`src/refresh_defines.svh`:
```
// Constants of the refresh control unit: I/O offsets, field positions, reset values.
// Assumes one 16-bit I/O word per register at the offsets below.
`ifndef REFRESH_DEFINES_SVH
`define REFRESH_DEFINES_SVH

// Register offsets in the I/O space
`define RFS_BASE_OFS 16'hF4A0
`define RFS_INTERVAL_OFS 16'hF4A2
`define RFS_CONTROL_OFS 16'hF4A4
`define RFS_ROW_OFS 16'hF4A6

// Field positions
`define RFS_ENABLE_BIT 15
`define RFS_BASE_MSB 11
`define RFS_ROW_MSB 13
`define RFS_COUNT_MSB 9

// Reset values
`define RFS_BASE_RST 12'h000
`define RFS_INTERVAL_RST 10'h000
`define RFS_ROW_RST 13'h0000
`define RFS_COUNT_RST 10'h000
`define RFS_ADDR_RST 26'h0000001

`endif

```
`src/refresh_pkg.sv`:
```
// Types of the refresh control unit.
// Assumes refresh_defines.svh supplies the numbers.
package refresh_pkg;

  // One-hot state of the refresh request
  typedef enum logic [1:0] {
    REQ_IDLE = 2'b01,
    REQ_PENDING = 2'b10
  } req_state_e;

endpackage : refresh_pkg

```
`src/memory_refresh_control.sv`:
```
// Refresh control unit: interval counter, refresh address, request toward the bus.
// Assumes a 16-bit word I/O port on ref_clk and a bus that acknowledges requests
// with a one-cycle pulse on the same clock.
`timescale 1ns/1ps
`include "refresh_defines.svh"

module memory_refresh_control
  import refresh_pkg::*;
#(
  parameter int COUNT_W = 10
) (
  // Clock and reset
  input wire logic ref_clk,
  input wire logic reset,
  // Register access port
  input wire logic [15:0] io_addr,
  input wire logic io_wr,
  input wire logic io_rd,
  input wire logic [15:0] io_wdata,
  output logic [15:0] io_rdata,
  // Refresh request toward the processor bus
  output logic refresh_req,
  output logic [25:0] refresh_addr,
  input wire logic refresh_ack
);

  ////////////////////////////////////////////////////////////////////////////////
  // Registers and decode

  logic [`RFS_BASE_MSB:0] base_reg;        // Region base, address bits 25..14
  logic [COUNT_W-1:0] reload_reg;           // Counter start value
  logic enable_reg;                         // Unit enable
  logic [COUNT_W-1:0] count_reg;            // Live interval count
  logic [COUNT_W-1:0] count_next;
  logic [`RFS_ROW_MSB:1] row_reg;           // Row address bits 13..1
  logic [`RFS_ROW_MSB:1] row_next;
  req_state_e state_reg;
  req_state_e state_next;
  logic [15:0] rdata_next;

  // Address decode, shared by reads and writes
  function automatic logic hit(input logic [15:0] a, input logic [15:0] ofs);
    hit = (a == ofs);
  endfunction : hit

  wire sel_base = hit(io_addr, `RFS_BASE_OFS);
  wire sel_interval = hit(io_addr, `RFS_INTERVAL_OFS);
  wire sel_control = hit(io_addr, `RFS_CONTROL_OFS);
  wire sel_row = hit(io_addr, `RFS_ROW_OFS);
  wire wr_base = io_wr && sel_base;
  wire wr_interval = io_wr && sel_interval;
  wire wr_control = io_wr && sel_control;
  wire wr_row = io_wr && sel_row;

  // Count of one marks the end of an interval
  wire count_at_one = (count_reg == COUNT_W'(1));
  wire fire = enable_reg && count_at_one;
  wire grant = (state_reg == REQ_PENDING) && refresh_ack;

  ////////////////////////////////////////////////////////////////////////////////
  // Next-value selection

  // Disabled: hold at the start value so enabling begins a full interval
  assign count_next = !enable_reg ? reload_reg :
                      (count_reg <= COUNT_W'(1)) ? reload_reg :
                      COUNT_W'(count_reg - COUNT_W'(1));

  // Software write wins over the post-refresh step
  assign row_next = wr_row ? io_wdata[`RFS_ROW_MSB:1] :
                    grant ? `RFS_ROW_MSB'(row_reg + 1'b1) : row_reg;

  // A new interval end while one is pending is dropped, not queued
  always_comb begin
    state_next = state_reg;
    case (state_reg)
      REQ_IDLE: begin
        if (fire) begin
          state_next = REQ_PENDING;
        end
      end
      REQ_PENDING: begin
        if (refresh_ack) begin
          state_next = REQ_IDLE;
        end
      end
      default: begin
        state_next = REQ_IDLE;
      end
    endcase
  end

  // Read mux; reserved bits and unmapped offsets read zero, except row bit 0, which reads one
  assign rdata_next =
    sel_base ? {4'h0, base_reg} :
    sel_interval ? {6'h00, reload_reg} :
    sel_control ? {enable_reg, 5'h00, count_reg} :
    sel_row ? {2'h0, row_reg, 1'b1} :
    16'h0000;

  ////////////////////////////////////////////////////////////////////////////////
  // Software registers

  // Base, reload and enable
  always_ff @(posedge ref_clk) begin
    if (reset) begin
      base_reg <= `RFS_BASE_RST;
      reload_reg <= `RFS_INTERVAL_RST;
      enable_reg <= 1'b0;
    end else begin
      if (wr_base) begin
        base_reg <= io_wdata[`RFS_BASE_MSB:0];
      end
      if (wr_interval) begin
        reload_reg <= io_wdata[COUNT_W-1:0];
      end
      if (wr_control) begin
        enable_reg <= io_wdata[`RFS_ENABLE_BIT];
      end
    end
  end

  ////////////////////////////////////////////////////////////////////////////////
  // Counter, row, request and outputs

  // Control writes never touch the count
  always_ff @(posedge ref_clk) begin
    if (reset) begin
      count_reg <= `RFS_COUNT_RST;
      row_reg <= `RFS_ROW_RST;
      state_reg <= REQ_IDLE;
    end else begin
      count_reg <= count_next;
      row_reg <= row_next;
      state_reg <= state_next;
    end
  end

  // Registered outputs
  always_ff @(posedge ref_clk) begin
    if (reset) begin
      io_rdata <= 16'h0000;
      refresh_req <= 1'b0;
      refresh_addr <= `RFS_ADDR_RST;
    end else begin
      if (io_rd) begin
        io_rdata <= rdata_next;
      end
      refresh_req <= (state_next == REQ_PENDING);
      refresh_addr <= {base_reg, row_reg, 1'b1};
    end
  end

  ////////////////////////////////////////////////////////////////////////////////
  // Assertions
  // Checks look at most two cycles back, so they stay cheap for the tools

  // Register port
  row_readback_a: assert property (@(posedge ref_clk) disable iff (reset)
    wr_row ##1 (io_rd && sel_row && !io_wr && !grant)
    |=> io_rdata[`RFS_ROW_MSB:1] == $past(io_wdata[`RFS_ROW_MSB:1], 2))
    else $error("row address did not read back");

  row_bit_one_a: assert property (@(posedge ref_clk) disable iff (reset)
    (io_rd && sel_row) |=> io_rdata[0])
    else $error("row bit 0 read as zero");

  base_to_addr_a: assert property (@(posedge ref_clk) disable iff (reset)
    wr_base ##1 !wr_base
    |=> refresh_addr[25:14] == $past(io_wdata[`RFS_BASE_MSB:0], 2))
    else $error("refresh address upper bits not from base");

  count_read_a: assert property (@(posedge ref_clk) disable iff (reset)
    (io_rd && sel_control) |=> io_rdata[9:0] == $past(count_reg))
    else $error("control read does not show live count");

  count_ro_a: assert property (@(posedge ref_clk) disable iff (reset)
    (wr_control && enable_reg && count_reg > COUNT_W'(1))
    |=> count_reg == COUNT_W'($past(count_reg) - COUNT_W'(1)))
    else $error("control write disturbed count");

  // Interval counter; the request is launched from the cycle that saw the enable
  disabled_quiet_a: assert property (@(posedge ref_clk) disable iff (reset)
    $rose(refresh_req) |-> $past(enable_reg))
    else $error("request raised while disabled");

  disabled_hold_a: assert property (@(posedge ref_clk) disable iff (reset)
    !enable_reg |=> count_reg == $past(reload_reg))
    else $error("disabled counter not held at start value");

  count_step_a: assert property (@(posedge ref_clk) disable iff (reset)
    (enable_reg && count_reg > COUNT_W'(1))
    |=> count_reg == COUNT_W'($past(count_reg) - COUNT_W'(1)))
    else $error("enabled counter did not step down");

  reload_start_a: assert property (@(posedge ref_clk) disable iff (reset)
    fire |=> count_reg == $past(reload_reg))
    else $error("counter did not reload");

  // Request handshake
  request_raise_a: assert property (@(posedge ref_clk) disable iff (reset)
    (fire && state_reg == REQ_IDLE) |=> refresh_req)
    else $error("interval end gave no request");

  request_hold_a: assert property (@(posedge ref_clk) disable iff (reset)
    (refresh_req && !refresh_ack) |=> refresh_req)
    else $error("request dropped before acknowledge");

  request_drop_a: assert property (@(posedge ref_clk) disable iff (reset)
    grant |=> !refresh_req)
    else $error("request stayed up after acknowledge");

  row_advance_a: assert property (@(posedge ref_clk) disable iff (reset)
    (grant && !wr_row)
    |=> row_reg == `RFS_ROW_MSB'($past(row_reg) + 1'b1))
    else $error("row did not advance after refresh");

  // Coverage of the main scenarios
  req_seen_c: cover property (@(posedge ref_clk) disable iff (reset) $rose(refresh_req));
  ack_seen_c: cover property (@(posedge ref_clk) disable iff (reset) refresh_req ##1 grant);
  busy_fire_c: cover property (@(posedge ref_clk) disable iff (reset)
    fire && state_reg == REQ_PENDING);
  disable_c: cover property (@(posedge ref_clk) disable iff (reset)
    enable_reg ##1 !enable_reg);
  row_write_c: cover property (@(posedge ref_clk) disable iff (reset)
    wr_row ##1 (io_rd && sel_row));

endmodule : memory_refresh_control

```
`config.mk`:
```
export PLATFORM = sky130hd
export DESIGN_NAME = memory_refresh_control
export DESIGN_NICKNAME = d
export VERILOG_FILES = /design/src/refresh_pkg.sv /design/src/memory_refresh_control.sv
export VERILOG_INCLUDE_DIRS = /design/src
export SDC_FILE = /design/constraint.sdc
export NUM_CORES = 1
export LEC_CHECK = 0
export ABC_CLOCK_PERIOD_IN_PS = 3700
export BUFFER_PORTS_ARGS = -buffer_cell sky130_fd_sc_hd__buf_2
export CORE_ASPECT_RATIO = 0.6
export CORE_MARGIN = 2
export CORE_UTILIZATION = 61
export CTS_BUF_LIST = sky130_fd_sc_hd__clkbuf_2 sky130_fd_sc_hd__clkbuf_4 sky130_fd_sc_hd__clkbuf_8
export DETAILED_ROUTE_END_ITERATION = 6
export GPL_ROUTABILITY_DRIVEN = 0
export PLACE_DENSITY = 0.84
export SYNTH_ARGS = -nofsm -noshare
export SYNTH_HDL_FRONTEND = slang
export SYNTH_SLANG_ARGS = --single-unit
```
`constraint.sdc`:
```
create_clock -name ref_clk -period 3.7 [get_ports ref_clk]
set_input_delay 0.74 -clock ref_clk [delete_from_list [all_inputs] [get_ports ref_clk]]
set_output_delay 0.74 -clock ref_clk [all_outputs]
set_load 0.005 [all_outputs]
```
==> results of run 1 <==
==> worst reg2reg max path: stages, from the launching register on <==
cell and delay [ps]:
dfxtp_1 460, inv_1 130, ha_1 270, nor2_1 250
o41a_1 740, o21ai_0 200, a31oi_1 190
==> area by class of cell <==
cell class | count | area share (%)
sequential | 89 | 39.3
clock inverter | 6 | 2.02
multi-input combinational | 283 | 43.2
clock buffer | 10 | 3.04
tap | 84 | 2.32
timing repair buffer | 82 | 9.39
inverter | 9 | 0.746
==> metal layers <==
metal | track usage (%) | vias up | wire [µm]
li1 | - | 1590 | -
met1 | 36.2 | 1585 | 3970
met2 | 45.4 | 166 | 4400
met3 | 7.29 | 23 | 864
met4 | 12.2 | 0 | 247
met5 | 0 | - | 0
==> stage by stage <==
step	instances	setup slack (ps)	area, µm²
global placement	547	1020	4300
floorplan	412	1380	3920
detailed placement	547	954	4300
global route	563	1050	4530
CTS	563	1300	4530
finish	563	1250	4530
==> synth_stat cells (3+ instances only) <==
| cell type | count |
|---|---|
| clkbuf_1 | 19 |
| buf_1 | 5 |
| inv_1 | 9 |
| nand3_1 | 7 |
| nand2b_1 | 8 |
| ha_1 | 5 |
| nand2_1 | 22 |
| mux4_2 | 8 |
| nor3_1 | 10 |
| a21oi_1 | 27 |
| buf_2 | 3 |
| a211oi_1 | 16 |
| dfxtp_1 | 89 |
| o31ai_1 | 10 |
| nor4_1 | 5 |
| nor2_1 | 36 |
| xnor2_1 | 15 |
| a211oi_2 | 7 |
| nor2b_1 | 36 |
| mux2_2 | 12 |
| o21ai_0 | 16 |
| nand4_1 | 17 |
==> kinds of logic (layout without fill, tap and decap cells) <==
family / Yosys count / after routing / share of synthesized area, %
compound gates: 85 / 85 / 14.8
xor+xnor: 17 / 17 / 3.80
fa+ha+maj: 5 / 5 / 1.59
buf+inv: 40 / 107 / 4.72
flops: 89 / 89 / 45.4
mux: 22 / 22 / 8.96
other cells: 2 / 2 / 0.191
simple gates: 152 / 152 / 20.5
==> how the worst max path moves through the flow <==
stage	slack [ps]	cells past startpoint	end	from
2_1_floorplan	1380	6	base_reg[10]	io_addr[0]
3_3_place_gp	1020	5	base_reg[4]	io_addr[0]
3_5_place_dp	950	6	row_reg[5]	io_addr[0]
4_1_cts	1300	6	row_reg[5]	io_addr[0]
5_1_grt	1050	6	row_reg[6]	io_addr[0]
6_report	1250	6	row_reg[5]	io_addr[0]
==> where the power goes <==
part / total, mW / switching (mW) / internal (mW)
registers: 0.966 / 0.00320 / 0.962
logic: 0.0970 / 0.0606 / 0.0364
clock network: 0.748 / 0.348 / 0.399
==> cells in the final DEF, fill, tap and decap left out, drive strengths merged, types with 3 or more instances in the layout <==
| master | Yosys | layout |
|---|---|---|
| nand4 | 17 | 17 |
| buf | 12 | 82 |
| xnor2 | 15 | 15 |
| nor4 | 5 | 5 |
| nand2b | 8 | 8 |
| a21oi | 27 | 27 |
| clkbuf | 19 | 10 |
| nor3 | 10 | 10 |
| a211oi | 23 | 23 |
| o31ai | 10 | 10 |
| mux4 | 9 | 9 |
| inv | 9 | 9 |
| o21ai | 16 | 16 |
| dfxtp | 89 | 89 |
| nand2 | 22 | 22 |
| clkinvlp | 0 | 3 |
| mux2 | 12 | 12 |
| nor2b | 36 | 36 |
| ha | 5 | 5 |
| nand3 | 7 | 7 |
| nor2 | 36 | 36 |
==> out/qor.yml, run 1 <==
cts:
  cts_resized: 0
  postCtsSetupBuffers: 0
  cts_tree: "done"
  path_clk_slew_ps: 90
  hold_buffers: 0
  clk_path_buf_depth: 2
  root_buffer: "clkbuf_8"
  insertion_delay_ps: 370
  htreeDepth: 3
  cts_inserted_buffers: 9
  cts_num_sinks: 89
routing:
  wl_um: 9480
  drc: 0
  viasPerCell: 5.98
  detail_route.wl_per_cell_um: 16.8
  dr.pass1.iters: 5
  vias: 3364
  ant_nets: 0
  drt_iter0_drc: 344
setup_path:
  critPathMaxStageDelay_ps: 480
  crit_chain: "buf_2 -> nor4b_1 -> and4_1 -> buf_4 -> nand3_1 -> a211oi_1"
  r2r_cells: 6
  cp.buffers_inverters: 2
  critPathTopFamily: "simple AND/OR/NAND/NOR gates"
  cp_max_fo: 15
  cp.required_ps: 3970
  path_class: "input port to register"
  critPathCaptureType: "register"
  worstSetupStartpointType: "input port"
  cp.arrival_ps: 2720
  critPathSlowestCell: "nand3_1"
  ff2ff_setup_slack_ps: 1410
  timing.rr.end: "count_reg[8]"
  r2r_start: "count_reg[0]"
logic_synthesis:
  synth_top_area_cell: "dfxtp_1"
  yosysWarnings: 0
  ys_seq_elements: 89
  synth_cell_types: 47
  synth_top_flop_cell: "dfxtp_1"
  synthDominantCellAreaShare_pct: 45.4
  synth_cells: 412
  synth.area.top_cells: "dfxtp_1, nor2b_1, mux4_2, a21oi_1, nor2_1"
  synth_edf_count: 0
  synth-seq-area-share_pct: 45.4
  synthArstFlopShare_pct: 0
  synth_nets: 454
  syn_area_um2: 3920
  avgSynthCellArea_um2: 9.52
final_layout:
  fillers: 448
  drive_gt1_share_pct: 26.5
  final_util_pct: 73.5
  multi_input_area_um2: 1960
  final-seq-area_um2: 1780
  largest_register_ffs: 25
  syn_to_final_growth_pct: 15.5
  nets: 516
  antenna_cells: 0
timing:
  post-route-period-util_pct: 66.1
  fmax_mhz: 409
  rsz0062_at_grt: "false"
  setup_tns_ps: 0
  fin_crit_ps: 2450
  hold_violations: 0
  hold_ws_ps: 467
  tightest_slew_ps: 836
  setup_violations: 0
  slew_headroom_pct: 44.2
  skew_ps: 5.55
  slew_violations: 0
floorplan:
  dieArea_um2: 7110
  coreArea_um2: 6170
  dieHeight_um: 66.1
  start_util_pct: 63.6
  io_pins: 80
  row_count: 22
  die_x_um: 108
global_route:
  grt_max_degree: 33
  overflow: 0
  antenna_found_initial: 0
  grt_pass1_wl_um: 15200
  grt_pass1_vias: 3149
  track_usage_pct: 28.2
power_and_ir_drop:
  ir_drop_mv: 0.192
  leakage_nw: 1.80
  power.total_mw: 1.81
  p_per_area_nw_per_um2: 400
min_path:
  min_path_type: "register to register"
  min_path_cells: 2
  hold_path.startpoint: "io_rdata[0]"
  worst_hold_path.endpoint: "io_rdata[0]"
placed_design:
  dpl.hpwl_um: 6720
  io_buffers: 76
outcome:
  status: "finished, final reports clean"
run:
  drv_cap: 0
Power figures use the tool's default switching activity.
==> run 2: changes to the inputs <==
--- a/config.mk
+++ b/config.mk
@@ -6,15 +6,15 @@
 export SDC_FILE = /design/constraint.sdc
 export NUM_CORES = 1
 export LEC_CHECK = 0
-export ABC_CLOCK_PERIOD_IN_PS = 3700
+export ABC_CLOCK_PERIOD_IN_PS = 2300
 export BUFFER_PORTS_ARGS = -buffer_cell sky130_fd_sc_hd__buf_2
 export CORE_ASPECT_RATIO = 0.6
 export CORE_MARGIN = 2
-export CORE_UTILIZATION = 61
+export CORE_UTILIZATION = 57
 export CTS_BUF_LIST = sky130_fd_sc_hd__clkbuf_2 sky130_fd_sc_hd__clkbuf_4 sky130_fd_sc_hd__clkbuf_8
 export DETAILED_ROUTE_END_ITERATION = 6
 export GPL_ROUTABILITY_DRIVEN = 0
-export PLACE_DENSITY = 0.84
+export PLACE_DENSITY = 0.79
 export SYNTH_ARGS = -nofsm -noshare
 export SYNTH_HDL_FRONTEND = slang
 export SYNTH_SLANG_ARGS = --single-unit
==> constraint.sdc (replaced) <==
create_clock -name ref_clk -period 2.3 [get_ports ref_clk]
set_input_delay 0.46 -clock ref_clk [delete_from_list [all_inputs] [get_ports ref_clk]]
set_output_delay 0.46 -clock ref_clk [all_outputs]
set_load 0.005 [all_outputs]
==> run 2 against run 1 <==
- design area up 2.0%
- sequential power is 60% higher
- register-to-register slack got worse by 1100 ps
==> out/qor.yml, run 2 (synthesized netlist as in run 1, its figures left out) <==
timing:
  setup_violations: 0  # unchanged
  setup_tns_ps: 0  # unchanged
  fmax_mhz: 493
  fin_crit_ps: 2030
  slew_violations: 0  # unchanged
  post-route-period-util_pct: 88.1
  setup_ws_ps: 273  # -981 ps
  skew_ps: 14.1  # +8.52 ps
  hold_violations: 0  # unchanged
  rsz0062_at_grt: "false"
floorplan:
  die_x_um: 111  # +3.3%
  coreArea_um2: 6680  # +8.3%
  dieArea_um2: 7580  # +6.7%
  dieHeight_um: 68.3  # +3.2%
  io_pins: 80  # unchanged
  row_count: 23  # +4.5%
  start_util_pct: 58.8  # -4.9 points
cts:
  cts_resized: 0  # unchanged
  cts_tree: "done"
  root_buffer: "clkbuf_8"
  insertion_delay_ps: 370  # about the same
  cts_num_sinks: 89  # unchanged
  htreeDepth: 3  # unchanged
  postCtsSetupBuffers: 0  # unchanged
  cts_inserted_buffers: 9  # unchanged
  clk_path_buf_depth: 2  # unchanged
  hold_buffers: 0  # unchanged
  path_clk_slew_ps: 90  # about the same
placed_design:
  place_ws_ps: 189  # -765 ps
  dpl.hpwl_um: 7160  # +6.7%
  io_buffers: 76  # unchanged
setup_path:
  critPathCaptureType: "register"
  worstSetupStartpointType: "register"
  crit_top_cell: "nor2_1"
  path_class: "register to register"
  cp.arrival_ps: 2310  # -410 ps
  critPathSlowestCell: "dfxtp_1"
  cp_max_fo: 12  # -3
  r2r_cells: 7  # +1
  crit_chain: "inv_1 -> ha_1 -> nor2_1 -> o41a_1 -> buf_12 -> nor2_1 -> a311oi_2"
  critPathMaxStageDelay_ps: 430  # -50 ps
  cp.required_ps: 2580  # -1390 ps
power_and_ir_drop:
  p_per_area_nw_per_um2: 615  # +54%
  intPower_mw: 2.19  # +56%
  power.share.switching_pct: 23.0  # +0.27 points
  clock_power_share_pct: 39.5  # -1.8 points
  seqPwrFrac_pct: 54.7  # +1.4 points
  p_comb_share_pct: 5.8  # +0.4 points
  leakage_nw: 1.85  # +3.1%
  p_switching_mw: 0.654  # +59%
  ir_drop_mv: 0.437  # +130%
final_layout:
  largest_register_ffs: 25  # unchanged
  antenna_cells: 0  # unchanged
  drive_gt1_share_pct: 27.9  # +1.4 points
  nets: 525  # +1.7%
  final_common_cell: "dfxtp_1"
  syn_to_final_growth_pct: 17.8
  final_cell_mix: "dfxtp_1, buf_2, nor2b_1, nor2_1, a21oi_1"
routing:
  drt_iter0_drc: 286  # -17%
  wl_um: 9760  # +3.0%
  ant_nets: 0  # unchanged
  dr.pass1.iters: 4  # -1
  vias: 3316  # -1.4%
  drc: 0  # unchanged
  viasPerCell: 5.77  # -3.5%
  detail_route.wl_per_cell_um: 17.0  # +0.81%
min_path:
  min_path_type: "input port to register"
  min_path_cells: 3  # +1
global_route:
  track_usage_pct: 27.2  # -0.98 points
  grt_pass1_vias: 3070  # -2.5%
  antenna_found_initial: 0  # unchanged
  grt_pass1_wl_um: 15800  # +3.5%
  overflow: 0  # unchanged
  grt_max_degree: 31  # -6.1%
outcome:
  status: "finished, final reports clean"
run:
  drv_cap: 0  # unchanged
[run 2: cell types whose count changed in the layout (fill, tap and decap cells not counted), sizes merged]
| cell | delta |
|---|---|
| bufinv | -1 |
| clkinv | +1 |
| clkinvlp | -2 |
| clkbuf | +2 |
| buf | +9 |
[run 2: worst max-delay path, delay by kind of cell (launching register included)]
| family | cells | cell delay (ps) |
|---|---|---|
| buffers and inverters | 2 | 300 |
| AND/OR/NAND/NOR | 2 | 310 |
| flip-flops | 1 | 430 |
| AO/OA/AOI/OAI | 2 | 620 |
| adder cells (fa/ha/maj) | 1 | 270 |
[run 2: worst paths after layout]
| path | end | slack (ps) | from |
|---|---|---|---|
| hold / removal | reload_reg[0] | 360 | io_wdata[0] |
| setup reg to reg | count_reg[3] | 270 | count_reg[0] |
| setup / recovery | count_reg[3] | 270 | count_reg[0] |
| hold reg to reg | io_rdata[15] | 470 | io_rdata[15] |
[run 2: layout make-up]
type / count / area [µm²]
fillers: 521 / 2060
repair buffers: 91 / 531
inverters: 9 / 33.8
clock inverters: 4 / 51.3
clock buffers: 12 / 159
well taps: 87 / 109
multi-input cells: 283 / 1960
flip-flops and latches: 89 / 1780
[run 2: power groups by stage]
| stage | Clock [mW] | Sequential, mW | Combinational, mW |
|---|---|---|---|
| floorplan | 0 | 1.59 | 0.0903 |
| global placement | 0 | 1.59 | 0.158 |
| detailed placement | 0 | 1.59 | 0.164 |
| CTS | 1.14 | 1.55 | 0.164 |
| global route | 1.21 | 1.56 | 0.181 |
| finish | 1.12 | 1.55 | 0.166 |
[run 2: metal layers]
layer	track usage [%]	vias up	part of all wire [%]
li1	-	1610	-
met1	35.9	1556	45
met2	45.1	140	46
met3	7.17	10	8.4
met4	8.18	0	1.1
met5	0	-	0
[run 2: metrics by stage]
step | std cells | instance area [µm²] | hold WS [ps] | power (mW) | utilization [%]
after floorplan | 412 | 3920 | 456 | 1.68 | -
after global placement | 559 | 4410 | 457 | 1.75 | 66.1
after detailed placement | 559 | 4410 | 456 | 1.75 | 66.1
after CTS | 575 | 4620 | 353 | 2.86 | 69.2
after global routing | 575 | 4620 | 346 | 2.94 | 69.2
final | 575 | 4620 | 364 | 2.84 | 69.2
==> run 3: changes to the inputs <==
--- a/config.mk
+++ b/config.mk
@@ -6,15 +6,16 @@
 export SDC_FILE = /design/constraint.sdc
 export NUM_CORES = 1
 export LEC_CHECK = 0
-export ABC_CLOCK_PERIOD_IN_PS = 2300
+export ABC_CLOCK_PERIOD_IN_PS = 1850
 export BUFFER_PORTS_ARGS = -buffer_cell sky130_fd_sc_hd__buf_2
 export CORE_ASPECT_RATIO = 0.6
 export CORE_MARGIN = 2
-export CORE_UTILIZATION = 57
+export CORE_UTILIZATION = 51
 export CTS_BUF_LIST = sky130_fd_sc_hd__clkbuf_2 sky130_fd_sc_hd__clkbuf_4 sky130_fd_sc_hd__clkbuf_8
 export DETAILED_ROUTE_END_ITERATION = 6
 export GPL_ROUTABILITY_DRIVEN = 0
-export PLACE_DENSITY = 0.79
+export PLACE_DENSITY = 0.75
+export SKIP_CTS_REPAIR_TIMING = 1
 export SYNTH_ARGS = -nofsm -noshare
 export SYNTH_HDL_FRONTEND = slang
 export SYNTH_SLANG_ARGS = --single-unit
==> constraint.sdc (replaced) <==
create_clock -name ref_clk -period 1.85 [get_ports ref_clk]
set_input_delay 0.37 -clock ref_clk [delete_from_list [all_inputs] [get_ports ref_clk]]
set_output_delay 0.37 -clock ref_clk [all_outputs]
set_load 0.005 [all_outputs]
==> run 3 against run 2 <==
- global-route usage decreased by 3.7 points
- design area rose by 1.6%
- critical endpoint is now count_reg[8]
- sequential cell count unchanged
- largest cell class unchanged
- non-clock buffer count rose by 7
- first-iteration DRC count increased by 2.8%
==> out/qor.yml, run 3 (synthesized netlist as in run 1, its figures left out) <==
timing:
  setup_ws_ps: 49.4  # -223 ps
  setup_violations: 0  # unchanged
  skew_ps: 8.35  # -5.72 ps
  fmax_mhz: 555  # +13%
  post-route-period-util_pct: 97.3  # +9.2 points
  fin_crit_ps: 1800  # -227 ps
  slew_violations: 0  # unchanged
  hold_violations: 0  # unchanged
cts:
  path_clk_slew_ps: 90  # about the same
  root_buffer: "clkbuf_8"
  cts_tree: "done"
  htreeDepth: 3  # unchanged
  insertion_delay_ps: 360  # about the same
  clk_path_buf_depth: 2  # unchanged
  cts_num_sinks: 89  # unchanged
  cts_inserted_buffers: 9  # unchanged
outcome:
  status: "finished, final reports clean"
final_layout:
  nets: 532  # +1.3%
  largest_register_ffs: 25  # unchanged
  syn_to_final_growth_pct: 19.7
  fillers: 612  # +17%
  final_cell_mix: "dfxtp_1, buf_2, nor2b_1, nor2_1, a21oi_1"
  drive_gt1_share_pct: 30.5  # +2.6 points
  final_common_cell: "dfxtp_1"
  antenna_cells: 0  # unchanged
  final_cell_area_um2: 4690  # +1.6%
  multi_input_area_um2: 2000  # +2.0%
  final-seq-area_um2: 1780  # about the same
min_path:
  min_path_cells: 3  # unchanged
  hold_path.startpoint: "io_wdata[15]"
  min_path_type: "input port to register"
power_and_ir_drop:
  power.total_mw: 3.47  # +22%
  p_per_area_nw_per_um2: 740  # +20%
  leakage_nw: 1.88  # +1.5%
  ir_drop_mv: 0.374  # -15%
routing:
  viasPerCell: 5.58  # -3.3%
  ant_nets: 0  # unchanged
  vias: 3342  # +0.78%
  wl_um: 9590  # -1.7%
  detail_route.wl_per_cell_um: 16.0  # -5.6%
  drt_iter0_drc: 294  # +2.8%
  dr.pass1.iters: 4  # unchanged
  drc: 0  # unchanged
global_route:
  grt_pass1_wl_um: 15400  # -2.5%
  overflow: 0  # unchanged
  grt_pass1_vias: 3061  # -0.29%
  track_usage_pct: 23.6  # -3.7 points
  antenna_found_initial: 0  # unchanged
  grt_max_degree: 47  # +52%
setup_path:
  cp_max_fo: 7  # -5
  cp.arrival_ps: 2040  # -270 ps
  critPathTopFamily: "compound AO/OA/AOI/OAI gates"
  r2r_start: "count_reg[7]"
  crit_chain: "or4_4 -> o41a_1 -> buf_4 -> o21ai_1 -> a31oi_1"
  worstSetupStartpointType: "register"
  worst-path-stages: 5  # -2
  cp-startpoint: "count_reg[7]"
  cp.buffers_inverters: 1  # -1
  critPathMaxStageDelay_ps: 570  # +140 ps
  critPathCaptureType: "register"
  path_class: "register to register"
  r2r_cells: 5  # -2
  cp.required_ps: 2090  # -490 ps
  critPathSlowestCell: "or4_4"
floorplan:
  io_pins: 80  # unchanged
  die_x_um: 117  # +5.5%
  dieArea_um2: 8430  # +11%
  start_util_pct: 53.3  # -5.4 points
  coreArea_um2: 7360  # +10%
  row_count: 24  # +4.3%
  dieHeight_um: 71.9  # +5.4%
placed_design:
  placed_area_um2: 4470  # +1.4%
  io_buffers: 76  # unchanged
  dpl.hpwl_um: 7100  # -0.92%
  place_ws_ps: -120  # -310 ps
run:
  drv_cap: 0  # unchanged
run 3: worst paths after layout:
path / end / slack (ps)
worst max register to register: count_reg[8] / 50
worst max-delay path: count_reg[8] / 50
worst min register to register: io_rdata[13] / 470
worst min-delay path: enable_reg / 260
run 3: power by group:
part | switching, mW | internal [mW]
sequential | 0.00675 | 1.92
combinational | 0.124 | 0.0824
clock | 0.711 | 0.624
total | 0.842 | 2.63
run 3: worst min-delay path, cell delays in order:
cell	delay, ps
buf_2	100
nand4_1	50
a21oi_1	60
run 3: final cells by class:
cell class,instances,share of cell area (%)
clock inverters,7,1.49
clock buffers,9,2.64
flip-flops and latches,89,38.0
inverters,9,0.720
repair buffers,98,11.9
multi-input cells,283,42.5
well taps,104,2.77
run 3: metal layers:
metal | up-vias | global-route usage [%] | part of all wire (%)
met2 | 161 | 36.3 | 45
met5 | - | 0 | 0
met3 | 10 | 7.02 | 10
met1 | 1548 | 33.4 | 44
li1 | 1623 | - | -
met4 | 0 | 4.44 | 0.97
run 3: stage by stage:
step,hold WS (ps),util [%],cells,setup TNS (ps)
6_report,263,63.8,599,0
3_5_place_dp,457,60.8,583,-1210
5_1_grt,269,63.8,599,-12.9
4_1_cts,253,63.4,599,-118
2_1_floorplan,456,-,412,0
3_3_place_gp,455,60.8,583,-596
